File: src/verilog/mscr_params.svh
// Offsets, bit positions, reset values and codes of the mode and system control registers
`ifndef MSCR_PARAMS_SVH
`define MSCR_PARAMS_SVH

// Register byte offsets
`define MSCR_SYSCTL_OFFSET   8'h00
`define MSCR_MODE_OFFSET     8'h04

// System control field positions
`define MSCR_BIT_MAC_SAT     13
`define MSCR_BIT_FETCH       11
`define MSCR_BIT_EXT_BUS     9
`define MSCR_BIT_RAM_EN      8
`define MSCR_BIT_XFER_MODE   1

// System control reset values of the writable fields
`define MSCR_RST_MAC_SAT     1'h0
`define MSCR_RST_FETCH       1'h0
`define MSCR_RST_EXT_SINGLE  1'h0
`define MSCR_RST_RAM_EN      1'h1
`define MSCR_RST_XFER_MODE   1'h1

// Reserved bits that always read as one (15, 14, 12, 0)
`define MSCR_SYSCTL_ONES     16'hd001

// Mode status fixed pattern and mode select positions
`define MSCR_MODE_FIXED      16'h5050
`define MSCR_MODE_SEL_HI     8
`define MSCR_MODE_SEL_LO     0

// Mode pin codes and their reported codes
`define MSCR_PINS_MODE4      3'h4
`define MSCR_PINS_MODE5      3'h5
`define MSCR_SEL_MODE4       3'h2
`define MSCR_SEL_MODE5       3'h1
`define MSCR_SEL_OTHER       3'h0

// AXI responses
`define MSCR_RESP_OKAY       2'h0
`define MSCR_RESP_SLVERR     2'h2

`endif

File: src/verilog/mscr_pkg.sv
// Types and decode functions of the mode and system control registers
`include "mscr_params.svh"

package mscr_pkg;

  // Writable system control fields as seen by the core
  typedef struct packed {
    logic mac_saturate_sel;
    logic fetch_width_sel;
    logic ext_bus_enable;
    logic internal_ram_enable;
    logic transfer_ctrl_addr_mode;
  } mscr_sysctl_t;

  // Mode pins to mode select code
  function automatic logic [2:0] mscr_decode_mode(input logic [2:0] pins);
    case (pins)
      `MSCR_PINS_MODE4: mscr_decode_mode = `MSCR_SEL_MODE4;
      `MSCR_PINS_MODE5: mscr_decode_mode = `MSCR_SEL_MODE5;
      default:          mscr_decode_mode = `MSCR_SEL_OTHER;
    endcase
  endfunction : mscr_decode_mode

  // Mode pins select an external extended mode
  function automatic logic mscr_is_ext(input logic [2:0] pins);
    mscr_is_ext = (pins == `MSCR_PINS_MODE4) || (pins == `MSCR_PINS_MODE5);
  endfunction : mscr_is_ext

endpackage : mscr_pkg

File: src/verilog/mscr_mode_latch.sv
// Mode pin latch and startup mode capture
`include "mscr_params.svh"

module mscr_mode_latch (
  input  logic       aclk,
  input  logic       aresetn,
  input  logic [2:0] mode_pins,
  input  logic       capture,
  output logic [2:0] mode_select,
  output logic       ext_mode
);
  import mscr_pkg::*;

  logic [2:0] sel_reg;
  logic [2:0] sel_next;
  logic [2:0] sel_new;
  logic       ext_reg;
  logic       ext_next;

  assign sel_new = mscr_decode_mode(mode_pins);

  // Per-bit latch: transparent in reset, loads on a status read
  genvar i;
  generate
    for (i = 0; i < 3; i++) begin : g_bit
      always_comb begin
        sel_next[i] = sel_reg[i];
        if (!aresetn || capture) begin
          sel_next[i] = sel_new[i];
        end
      end
    end
  endgenerate

  // Startup mode follows the pins only while reset is held
  always_comb begin
    ext_next = ext_reg;
    if (!aresetn) begin
      ext_next = mscr_is_ext(mode_pins);
    end
  end

  // State registers
  always_ff @(posedge aclk) begin
    sel_reg <= sel_next;
    ext_reg <= ext_next;
  end

  assign mode_select = sel_reg;
  assign ext_mode    = ext_reg;

endmodule : mscr_mode_latch

File: src/verilog/mscr_regs.sv
// AXI4-Lite register bank for mode status and system control
`include "mscr_params.svh"

module mscr_regs #(
  parameter int ADDR_WIDTH = 8
) (
  input  logic                  aclk,
  input  logic                  aresetn,
  input  logic [ADDR_WIDTH-1:0] s_axi_awaddr,
  input  logic                  s_axi_awvalid,
  output logic                  s_axi_awready,
  input  logic [31:0]           s_axi_wdata,
  input  logic [3:0]            s_axi_wstrb,
  input  logic                  s_axi_wvalid,
  output logic                  s_axi_wready,
  output logic [1:0]            s_axi_bresp,
  output logic                  s_axi_bvalid,
  input  logic                  s_axi_bready,
  input  logic [ADDR_WIDTH-1:0] s_axi_araddr,
  input  logic                  s_axi_arvalid,
  output logic                  s_axi_arready,
  output logic [31:0]           s_axi_rdata,
  output logic [1:0]            s_axi_rresp,
  output logic                  s_axi_rvalid,
  input  logic                  s_axi_rready,
  input  logic [2:0]            mode_pins,
  output mscr_pkg::mscr_sysctl_t sysctl,
  output logic [2:0]            mode_select
);
  import mscr_pkg::*;

  ////////////////////////////////////////////////////////////////////////////
  // Elaboration check

  generate
    if (ADDR_WIDTH < 8 || ADDR_WIDTH > 32) begin : g_bad_addr
      $error("mscr_regs: ADDR_WIDTH must lie in 8..32");
    end
  endgenerate

  ////////////////////////////////////////////////////////////////////////////
  // Declarations

  localparam logic [ADDR_WIDTH-1:0] SYSCTL_ADDR = ADDR_WIDTH'(`MSCR_SYSCTL_OFFSET);
  localparam logic [ADDR_WIDTH-1:0] MODE_ADDR   = ADDR_WIDTH'(`MSCR_MODE_OFFSET);

  logic                  awready_reg, awready_next;
  logic                  wready_reg,  wready_next;
  logic                  aw_have_reg, aw_have_next;
  logic                  w_have_reg,  w_have_next;
  logic [ADDR_WIDTH-1:0] awaddr_reg,  awaddr_next;
  logic [15:0]           wdata_reg,   wdata_next;
  logic [1:0]            wstrb_reg,   wstrb_next;
  logic                  bvalid_reg,  bvalid_next;
  logic [1:0]            bresp_reg,   bresp_next;
  logic                  arready_reg, arready_next;
  logic                  rvalid_reg,  rvalid_next;
  logic [31:0]           rdata_reg,   rdata_next;
  logic [1:0]            rresp_reg,   rresp_next;
  mscr_sysctl_t          sysctl_reg,  sysctl_next;
  mscr_sysctl_t          sysctl_rst;
  logic                  capture;
  logic                  ext_mode;

  ////////////////////////////////////////////////////////////////////////////
  // Read views

  // System control word with fixed reserved bits
  function automatic logic [15:0] sysctl_word(input mscr_sysctl_t s);
    logic [15:0] w;
    w = `MSCR_SYSCTL_ONES;
    w[`MSCR_BIT_MAC_SAT]   = s.mac_saturate_sel;
    w[`MSCR_BIT_FETCH]     = s.fetch_width_sel;
    w[`MSCR_BIT_EXT_BUS]   = s.ext_bus_enable;
    w[`MSCR_BIT_RAM_EN]    = s.internal_ram_enable;
    w[`MSCR_BIT_XFER_MODE] = s.transfer_ctrl_addr_mode;
    sysctl_word = w;
  endfunction : sysctl_word

  // Mode status word with fixed pattern and two copies of the code
  function automatic logic [15:0] mode_word(input logic [2:0] sel);
    logic [15:0] w;
    w = `MSCR_MODE_FIXED;
    w[`MSCR_MODE_SEL_HI +: 3] = sel;
    w[`MSCR_MODE_SEL_LO +: 3] = sel;
    mode_word = w;
  endfunction : mode_word

  ////////////////////////////////////////////////////////////////////////////
  // Mode pin latch

  mscr_mode_latch u_mode_latch (
    .aclk        (aclk),
    .aresetn     (aresetn),
    .mode_pins   (mode_pins),
    .capture     (capture),
    .mode_select (mode_select),
    .ext_mode    (ext_mode)
  );

  ////////////////////////////////////////////////////////////////////////////
  // Reset image of the control fields

  always_comb begin
    sysctl_rst.mac_saturate_sel        = `MSCR_RST_MAC_SAT;
    sysctl_rst.fetch_width_sel         = `MSCR_RST_FETCH;
    sysctl_rst.ext_bus_enable          = mscr_is_ext(mode_pins) | `MSCR_RST_EXT_SINGLE;
    sysctl_rst.internal_ram_enable     = `MSCR_RST_RAM_EN;
    sysctl_rst.transfer_ctrl_addr_mode = `MSCR_RST_XFER_MODE;
  end

  ////////////////////////////////////////////////////////////////////////////
  // Write channel and control fields

  // Collect address and data in either order, then commit and respond
  always_comb begin
    aw_have_next = aw_have_reg;
    w_have_next  = w_have_reg;
    awaddr_next  = awaddr_reg;
    wdata_next   = wdata_reg;
    wstrb_next   = wstrb_reg;
    bvalid_next  = bvalid_reg;
    bresp_next   = bresp_reg;
    sysctl_next  = sysctl_reg;
    if (s_axi_awvalid && awready_reg) begin
      aw_have_next = 1'b1;
      awaddr_next  = s_axi_awaddr;
    end
    if (s_axi_wvalid && wready_reg) begin
      w_have_next = 1'b1;
      wdata_next  = s_axi_wdata[15:0];
      wstrb_next  = s_axi_wstrb[1:0];
    end
    if (bvalid_reg && s_axi_bready) begin
      bvalid_next = 1'b0;
    end
    if (aw_have_reg && w_have_reg && !bvalid_reg) begin
      aw_have_next = 1'b0;
      w_have_next  = 1'b0;
      bvalid_next  = 1'b1;
      bresp_next   = `MSCR_RESP_SLVERR;
      if (awaddr_reg == SYSCTL_ADDR) begin
        bresp_next = `MSCR_RESP_OKAY;
        // Low lane holds the transfer mode bit
        if (wstrb_reg[0]) begin
          sysctl_next.transfer_ctrl_addr_mode = wdata_reg[`MSCR_BIT_XFER_MODE];
        end
        // High lane holds saturation, fetch, external bus and RAM enable
        if (wstrb_reg[1]) begin
          sysctl_next.mac_saturate_sel    = wdata_reg[`MSCR_BIT_MAC_SAT];
          sysctl_next.fetch_width_sel     = wdata_reg[`MSCR_BIT_FETCH];
          sysctl_next.ext_bus_enable      = wdata_reg[`MSCR_BIT_EXT_BUS];
          sysctl_next.internal_ram_enable = wdata_reg[`MSCR_BIT_RAM_EN];
        end
      end else if (awaddr_reg == MODE_ADDR) begin
        bresp_next = `MSCR_RESP_OKAY; // Read-only: write dropped
      end
    end
    // External extended modes pin the external bus enable high
    if (ext_mode) begin
      sysctl_next.ext_bus_enable = 1'b1;
    end
    awready_next = !aw_have_next && !bvalid_next;
    wready_next  = !w_have_next && !bvalid_next;
  end

  // Write side registers
  always_ff @(posedge aclk) begin
    if (!aresetn) begin
      awready_reg <= 1'b0;
      wready_reg  <= 1'b0;
      aw_have_reg <= 1'b0;
      w_have_reg  <= 1'b0;
      awaddr_reg  <= '0;
      wdata_reg   <= 16'h0000;
      wstrb_reg   <= 2'h0;
      bvalid_reg  <= 1'b0;
      bresp_reg   <= `MSCR_RESP_OKAY;
      sysctl_reg  <= sysctl_rst;
    end else begin
      awready_reg <= awready_next;
      wready_reg  <= wready_next;
      aw_have_reg <= aw_have_next;
      w_have_reg  <= w_have_next;
      awaddr_reg  <= awaddr_next;
      wdata_reg   <= wdata_next;
      wstrb_reg   <= wstrb_next;
      bvalid_reg  <= bvalid_next;
      bresp_reg   <= bresp_next;
      sysctl_reg  <= sysctl_next;
    end
  end

  ////////////////////////////////////////////////////////////////////////////
  // Read channel

  // Answer one read at a time; a status read also reloads the latch
  always_comb begin
    arready_next = arready_reg;
    rvalid_next  = rvalid_reg;
    rdata_next   = rdata_reg;
    rresp_next   = rresp_reg;
    capture      = 1'b0;
    if (rvalid_reg && s_axi_rready) begin
      rvalid_next = 1'b0;
    end
    if (s_axi_arvalid && arready_reg) begin
      rvalid_next = 1'b1;
      rresp_next  = `MSCR_RESP_OKAY;
      rdata_next  = 32'h0000_0000;
      if (s_axi_araddr == SYSCTL_ADDR) begin
        rdata_next[15:0] = sysctl_word(sysctl_reg);
      end else if (s_axi_araddr == MODE_ADDR) begin
        capture          = 1'b1;
        rdata_next[15:0] = mode_word(mscr_decode_mode(mode_pins));
      end else begin
        rresp_next = `MSCR_RESP_SLVERR;
      end
    end
    arready_next = !rvalid_next;
  end

  // Read side registers
  always_ff @(posedge aclk) begin
    if (!aresetn) begin
      arready_reg <= 1'b0;
      rvalid_reg  <= 1'b0;
      rdata_reg   <= 32'h0000_0000;
      rresp_reg   <= `MSCR_RESP_OKAY;
    end else begin
      arready_reg <= arready_next;
      rvalid_reg  <= rvalid_next;
      rdata_reg   <= rdata_next;
      rresp_reg   <= rresp_next;
    end
  end

  ////////////////////////////////////////////////////////////////////////////
  // Outputs

  assign s_axi_awready = awready_reg;
  assign s_axi_wready  = wready_reg;
  assign s_axi_bvalid  = bvalid_reg;
  assign s_axi_bresp   = bresp_reg;
  assign s_axi_arready = arready_reg;
  assign s_axi_rvalid  = rvalid_reg;
  assign s_axi_rdata   = rdata_reg;
  assign s_axi_rresp   = rresp_reg;
  assign sysctl        = sysctl_reg;

endmodule : mscr_regs

File: config.mk
export PLATFORM = sky130hd
export DESIGN_NAME = mscr_regs
export DESIGN_NICKNAME = d
export VERILOG_FILES = /design/src/verilog/mscr_pkg.sv /design/src/verilog/mscr_mode_latch.sv /design/src/verilog/mscr_regs.sv
export VERILOG_INCLUDE_DIRS = /design/src /design/src/verilog
export SDC_FILE = /design/constraint.sdc
export NUM_CORES = 1
export LEC_CHECK = 0
export ABC_AREA = 1
export BUFFER_PORTS_ARGS = -buffer_cell sky130_fd_sc_hd__clkbuf_2
export CAP_MARGIN = 20
export CORE_ASPECT_RATIO = 0.9
export CORE_MARGIN = 4
export CORE_UTILIZATION = 49
export CTS_BUF_LIST = sky130_fd_sc_hd__clkbuf_4
export DETAILED_ROUTE_END_ITERATION = 6
export PLACE_DENSITY_LB_ADDON = 0.08
export REMOVE_ABC_BUFFERS = 1
export SYNTH_ARGS = -nofsm -noshare
export SYNTH_HDL_FRONTEND = slang
export SYNTH_SLANG_ARGS = --single-unit
File: constraint.sdc
create_clock -name aclk -period 2.1 [get_ports aclk]
set_input_delay 0.42 -clock aclk [delete_from_list [all_inputs] [get_ports aclk]]
set_output_delay 0.42 -clock aclk [all_outputs]
set_load 0.03 [all_outputs]
======== After elaboration in Yosys (flattened, before gate mapping) ========
Index checks and enable logic that the tools add are counted.
word-level totals
  input port bits ......................... 62
  flip-flop bits (word level) ............. 60
  word-level logic and storage cells ...... 73
  output and inout port bits .............. 49
operators by class
  multiplexer cells ....................... 24
  equality and inequality tests ........... 7
  reductions and logical operators ........ 22
operators with widths
  kind                  count
  $eq A8 B3 Y1 const B  2
  $logic_not A8 Y1      2
  $mux W16              1
  $mux W15              1
  $mux W1               13
  $mux W2               5
  $logic_and A1 B1 Y1   9
  $mux W3               3
  $ne A3 B1 Y1 const B  3
  $reduce_and A3 Y1     3
  $eq A3 B3 Y1 const B  2
  $logic_not A1 Y1      6
  $pmux W2 S2           1
  $logic_or A1 B1 Y1    2

======== Longest topological paths before layout ========
Gate-level depths: netlist (run 1).
  depth after elaboration ................. 5
  depth in mapped cells ................... 8

======== By module ========
Synthesis (run 1) repeated with hierarchy kept, for this count alone.
second synthesis, totals
  cells, all modules ...................... 246
  area total of the unflattened synthesis .. 1878.1 um^2
by module, submodules not included
  module           cells each  sequential area each (um^2)  instances  area each (um^2)
  mscr_regs        232         770.7                        1          1740.4
  mscr_mode_latch  14          90.1                         1          137.6

======== Worst setup path after synthesis (run 1) ========
Ideal clock, no wire load.
  path kind ............................... reg-to-reg
  start point ............................. register arready_reg, in the netlist s_axi_arready
  end point ............................... register u_mode_latch.sel_reg[0], in the netlist u_mode_latch.mode_select[0] (enable)
  cell stages (with the launch flop) ...... 6
  data required time ...................... 1.799 ns
  buffers on the path ..................... 1
  library setup time ...................... 0.301 ns
  setup slack ............................. 0.704 ns
  data arrival time ....................... 1.096 ns
  clock period less this slack ............ 1.396 ns
  cells stage by stage .................... dfxtp_1 -> nand2_1 -> buf_4 -> nor2_1 -> nand2_1 -> nand2_1
on the way
  longest elaborated chain between the ends .. 3
RTL lines
  what                    line                   text
  start, declared         mscr_regs.sv:56        logic arready_reg, arready_next;
  start signal, assigned  mscr_regs.sv:231       arready_reg <= arready_next;
  $logic_and A1 B1 Y1     mscr_regs.sv:207       if (s_axi_arvalid && arready_reg) begin
  $mux W1                 mscr_regs.sv:207
  $logic_or A1 B1 Y1      mscr_mode_latch.sv:28  if (!aresetn || capture) begin
  end signal, assigned    mscr_mode_latch.sv:45  sel_reg <= sel_next;
  end, declared           mscr_mode_latch.sv:14  logic [2:0] sel_reg;
No other way between the ends.
A chain may end at the register's enable or synchronous reset.

======== Worst setup path after layout (run 1) ========
  start point ............................. register bvalid_reg, in the netlist s_axi_bvalid
  end point ............................... output port s_axi_bvalid
RTL lines
  what                    line              text
  start, declared         mscr_regs.sv:54   logic bvalid_reg, bvalid_next;
  start signal, assigned  mscr_regs.sv:188  bvalid_reg <= bvalid_next;
  end, declared           mscr_regs.sv:17   output logic s_axi_bvalid,
No word-level cell between the ends.

==> results of run 1 <==
-- metal layers --
layer | up-vias | global-route usage [%] | wire [µm]
met5 | - | 0 | 0
met4 | 0 | 5.333 | 50
met3 | 4 | 5.357 | 330
met2 | 67 | 24.00 | 1636
met1 | 697 | 20.16 | 1696
li1 | 838 | - | -
-- metrics by stage --
stage	area (µm²)	instances	hold WS [ns]	utilization, %
6_report	2228	348	0.3128	59.31
5_1_grt	2228	348	0.3005	59.31
4_1_cts	2228	348	0.2894	59.31
3_5_place_dp	2148	340	0.4619	57.18
3_3_place_gp	2148	340	0.4539	57.18
2_1_floorplan	1798	236	0.4459	-
-- cells in the mapped netlist (all sizes together) --
cell type  count
nor2          53
nand2         40
dfxtp         37
buf           31
inv           22
o21ai         18
nand3         17
a21oi         12
edfxtp         4
nor3           4
a31oi          1
clkinv         1
conb           1
nand4          1
nor4           1
o22ai          1
-- worst paths after layout --
kind	slack (ns)	endpoint	cells after the start
worst max-delay path	0.56	s_axi_bvalid	1
worst min-delay path	0.31	wdata_reg[1]	3
worst max register to register	0.76	u_mode_latch.mode_select[1]	4
worst min register to register	0.48	s_axi_rdata[15]	2
-- cells by family after synthesis --
kind of cell	after synthesis	share of synthesized area [%]
buffers and inverters	54	15.98
AOI/OAI and AO/OA	32	9.121
and+or+nand+nor	116	30.21
other	1	0.1939
DFF	41	44.50
-- power groups by stage --
| stage | Combinational [mW] | Clock [mW] | Sequential, mW |
|---|---|---|---|
| floorplan | 0.169 | 0 | 0.899 |
| detailed placement | 0.277 | 0 | 0.873 |
| CTS | 0.277 | 0.529 | 0.855 |
| global placement | 0.274 | 0 | 0.872 |
| finish | 0.276 | 0.507 | 0.855 |
| global route | 0.309 | 0.565 | 0.861 |
-- layout make-up --
cell class / count / area (µm²) / share of cell area (%)
clock buffers: 6 / 45.04 / 2.021
clock inverters: 2 / 35.03 / 1.572
inverters: 23 / 86.33 / 3.874
multi-input cells: 172 / 850.8 / 38.18
flip-flops and latches: 41 / 860.8 / 38.63
well taps: 46 / 57.56 / 2.583
repair buffers: 58 / 292.8 / 13.14
==> key figures, run 1 <==
Layout
  • Most frequent cells in the layout: clkbuf_2, nor2_1, dfxtp_1
  • NumNets Final: 363
  • Area delta synth->final: 15.20%
  • Share of cells above drive strength 1: 29.47%
  • Ant. Diodes: 0
  • Most common cell after layout, fill and taps aside: clkbuf_2
  • Fill cells: 387
  • Largest register FFs: 9

Placement
  • PortBufs: 57
  • Pre-CTS WS: 0.5868 ns
  • Final HPWL DP: 2885 µm
  • Routability cong.: 0.8001

Floorplanning
  • Die Span Y: 67.61 µm
  • Total core area: 3757 µm²
  • Starting density of the core: 51.48%
  • Io pins: 111
  • Die area: 5018 µm²
  • Die span in x: 74.23 µm
  • Row count: 21

Logic synthesis
  • Yosys top cell area share: 38.29%
  • Synth area leader: dfxtp_1
  • Synth warn: 0
  • Synth area leaders: dfxtp_1, buf_4, nor2_1
  • Register area share after synthesis: 44.50%
  • Average size of a mapped cell: 7.928 µm²
  • Synth unique cells: 27
  • Post-Syn Instances: 244
  • Area of the mapped netlist: 1934 µm²
  • Number of synthesized register bits: 41

STA
  • Clk_skew: 0.01569 ns
  • Setup-failing EPs final: 0
  • RSZ-0062 raised after global routing: false
  • Post-route minimum period: 1.540 ns
  • Worst setup margin: 0.5597 ns
  • Total Neg Setup Slack: 0 ns
  • FMAX: 649.2 MHz
  • Max-slew violation count: 0
  • Final hold viol count: 0
  • Fin crit share: 73.35%

Setup path
  • RR Startpoint: s_axi_arready
  • Crit. End Element: output pin
  • Crit Path Class: flop to output pin
  • Crit-path slowest cell: dfxtp_1
  • Crit path DAT: 1.12 ns
  • Crit Path Max Fanout: 4
  • Crit path launch type: flop
  • Critical Path Source: s_axi_bvalid
  • Critical path cell sequence: clkbuf_2
  • Worst Path Buf+Inv: 1
  • Top cell family by delay on the critical path: flip-flops
  • Crit path required time: 1.68 ns
  • CP peak stage delay: 0.51 ns

Global route
  • GR Overflow Total: 0
  • First-pass GRT wire length: 5885 µm
  • Total global-route track usage: 15.50%
  • Largest net degree at the start of global routing: 17
  • Vias in the first global route: 1364
  • Initial antenna violation count: 0

Route
  • Initial DRC Count: 52
  • Routed Antenna Nets: 0
  • Number of remaining DRC errors: 0
  • DR pass1 iterations: 4
  • WL/cell: 10.67 µm
  • Final WL: 3713 µm
  • Via-to-Cell Ratio: 4.615
  • Vias: 1606

Clock network
  • Total CTS buffers: 5
  • Root buffer cell: clkbuf_4
  • H-tree levels: 2
  • Post-CTS Hold Buffers: 0
  • Clk buf depth: 2
  • Post-CTS Setup Bufs: 0
  • Clk Latency, worst-skew pair: 0.35 ns
  • Post-CTS Resized: 0
  • Clk slew on worst S/H paths: 0.12 ns
  • Clk sinks: 41
  • CTS tree: yes

Power and ir drop
  • Register share of total power: 52.2%
  • PnR Total Power: 1.637 mW
  • Clk pwr share: 30.9%
  • LEAKAGE: 1.149 nW
  • Logic gate share of total power: 16.8%
  • Cell-internal power: 1.171 mW
  • Worst IR drop on VDD: 0.4508 mV
  • Switch share: 28.45%
  • Pwr per Cell Area: 734.7 nW/µm²
  • Psw: 0.4659 mW

Status
  • Status: complete, no violations

Job
  • Max-Cap Viols: 0

Min path
  • Worst Hold Class: input pin to flop
  • Hold Path Origin: s_axi_wdata[1]
No activity file was read; power rests on OpenSTA's default activity.
==> run 2, diff against run 1 <==
--- a/config.mk
+++ b/config.mk
@@ -11,7 +11,7 @@
 export CAP_MARGIN = 20
 export CORE_ASPECT_RATIO = 0.9
 export CORE_MARGIN = 4
-export CORE_UTILIZATION = 49
+export CORE_UTILIZATION = 45
 export CTS_BUF_LIST = sky130_fd_sc_hd__clkbuf_4
 export DETAILED_ROUTE_END_ITERATION = 6
 export PLACE_DENSITY_LB_ADDON = 0.08
==> constraint.sdc (replaced) <==
create_clock -name aclk -period 1.47 [get_ports aclk]
set_input_delay 0.294 -clock aclk [delete_from_list [all_inputs] [get_ports aclk]]
set_output_delay 0.294 -clock aclk [all_outputs]
set_load 0.03 [all_outputs]
==> run 2 against run 1 <==
Compared with the run above: power rose by 43%; final area rose by 1.8%; setup slack got worse by 0.39 ns; wire length fell by 1.8%; first-iteration DRC count rose by 7.7%; non-clock buffer count rose by 5; worst hold slack got worse by 0.13 ns.
==> key figures, run 2 (same netlist as run 1, synthesis figures left out) <==
Floorplanning
  • Row count: 22 (+4.8%)
  • Die area: 5413 µm² (+7.9%)
  • Starting density of the core: 47.16% (-4.3 points)
  • Total core area: 4101 µm² (+9.2%)
  • Die Span Y: 70.20 µm (+3.8%)
  • Die span in x: 77.11 µm (+3.9%)
  • Io pins: 111 (unchanged)

STA
  • Max-slew violation count: 0 (unchanged)
  • Worst setup margin: 0.1698 ns (-0.3898 ns)
  • Setup-failing EPs final: 0 (unchanged)
  • FMAX: 769.1 MHz
  • Hold Slack: 0.1822 ns (-0.1305 ns)
  • Fin crit share: 88.45%
  • RSZ-0062 raised after global routing: false
  • Total Neg Setup Slack: 0 ns (unchanged)
  • Post-route minimum period: 1.300 ns
  • Clk_skew: 0.01160 ns (-0.004097 ns)
  • Final hold viol count: 0 (unchanged)

Route
  • WL/cell: 10.27 µm (-3.7%)
  • DR pass1 iterations: 4 (unchanged)
  • Routed Antenna Nets: 0 (unchanged)
  • Vias: 1600 (-0.37%)
  • Via-to-Cell Ratio: 4.507 (-2.3%)
  • Final WL: 3646 µm (-1.8%)
  • Number of remaining DRC errors: 0 (unchanged)
  • Initial DRC Count: 56 (+7.7%)

Power and ir drop
  • Worst IR drop on VDD: 0.5708 mV (+27%)
  • LEAKAGE: 1.170 nW (+1.8%)
  • PnR Total Power: 2.346 mW (+43%)
  • Pwr per Cell Area: 1034 nW/µm² (+41%)

Setup path
  • Critical path cell sequence: clkbuf_2
  • Worst r2r path cells: 4 (unchanged)
  • Critical path depth: 1 (unchanged)
  • Worst Path Buf+Inv: 1 (unchanged)
  • Crit-path slowest cell: dfxtp_2
  • Critical Path Source: s_axi_bvalid
  • Crit. End Element: output pin
  • Worst R2R Setup Slack: 0.27 ns (-0.49 ns)
  • CP peak stage delay: 0.43 ns (-0.08 ns)
  • Top cell family by delay on the critical path: flip-flops
  • RR Startpoint: s_axi_arready
  • Crit Path Class: flop to output pin
  • Worst setup path end: s_axi_bvalid
  • Crit path required time: 1.18 ns (-0.50 ns)
  • Reg2reg end: u_mode_latch.mode_select[1]
  • Crit path DAT: 1.01 ns (-0.11 ns)
  • Crit path launch type: flop
  • Crit Path Max Fanout: 4 (unchanged)

Clock network
  • CTS tree: yes
  • Total CTS buffers: 5 (unchanged)
  • Clk Latency, worst-skew pair: 0.34 ns (about the same)
  • Clk slew on worst S/H paths: 0.12 ns (about the same)
  • H-tree levels: 2 (unchanged)
  • Root buffer cell: clkbuf_4
  • Clk sinks: 41 (unchanged)
  • Clk buf depth: 2 (unchanged)

Layout
  • Most frequent cells in the layout: clkbuf_2, nor2_1, dfxtp_1
  • Fill cells: 424 (+9.6%)
  • Share of cells above drive strength 1: 30.62% (+1.1 points)
  • Most common cell after layout, fill and taps aside: clkbuf_2
  • Area delta synth->final: 17.27%
  • Ant. Diodes: 0 (unchanged)
  • Largest register FFs: 9 (unchanged)
  • Footprint of the multi-input gates: 850.8 µm² (unchanged)
  • Final core utilization: 55.31% (-4.0 points)
  • NumNets Final: 368 (+1.4%)
  • FF+latch area: 862.1 µm² (+0.15%)

Min path
  • Worst Hold Class: input pin to flop

Status
  • Status: complete, no violations

Global route
  • GR Overflow Total: 0 (unchanged)
  • Vias in the first global route: 1413 (+3.6%)
  • Initial antenna violation count: 0 (unchanged)
  • Largest net degree at the start of global routing: 15 (-2)
  • Total global-route track usage: 13.86% (-1.6 points)
  • First-pass GRT wire length: 6099 µm (+3.6%)

Job
  • Max-Cap Viols: 0 (unchanged)

Placement
  • PortBufs: 57 (unchanged)
  • Routability cong.: 0.7830 (-2.1%)
  • Pre-CTS WS: 0.1571 ns (-0.4297 ns)
  • Final HPWL DP: 2942 µm (+2.0%)
## run 2: cell type report
cell class | count | area share, %
Sequential cell | 41 | 38.00
Clock buffer | 6 | 1.986
Timing Repair Buffer | 63 | 14.56
Multi-Input combinational cell | 172 | 37.51
Tap cell | 48 | 2.648
Clock inverter | 2 | 1.489
Inverter | 23 | 3.806
## run 2: power breakdown
group          switching (mW)  internal (mW)  total [mW]
registers              0.0336           1.19        1.22
logic                   0.285          0.120       0.405
clock network           0.345          0.373       0.718
## run 2: timing repair
action | 4_1_cts | 5_1_grt
endpoints found under the setup margin | 0 | 1
hold buffers | 0 | 0
setup buffers | 0 | 0
gates resized for setup | 0 | 1
## run 2: per-stage QoR
| stage | instance area, µm² | instances |
|---|---|---|
| floorplan | 1798 | 236 |
| global placement | 2188 | 347 |
| detailed placement | 2188 | 347 |
| CTS | 2267 | 355 |
| global route | 2268 | 355 |
| finish | 2268 | 355 |
## run 2: how the worst min path moves through the flow
| stage | start | to | slack (ns) | cells past startpoint |
|---|---|---|---|---|
| finish | s_axi_wdata[1] | wdata_reg[1] | 0.18 | 3 |
| global placement | s_axi_rdata[15] | s_axi_rdata[15] | 0.45 | 2 |
| floorplan | aresetn | sysctl[0] | 0.38 | 1 |
| detailed placement | s_axi_rdata[15] | s_axi_rdata[15] | 0.46 | 2 |
| CTS | s_axi_wdata[1] | wdata_reg[1] | 0.17 | 3 |
| global route | s_axi_wdata[11] | wdata_reg[11] | 0.19 | 3 |
## run 2: routing by layer
metal	track usage, %	wire length [µm]	vias up
met1	17.10	1674	683
met2	22.24	1561	63
li1	-	-	847
met5	0	0	-
met4	5.336	51	0
met3	4.768	360	7
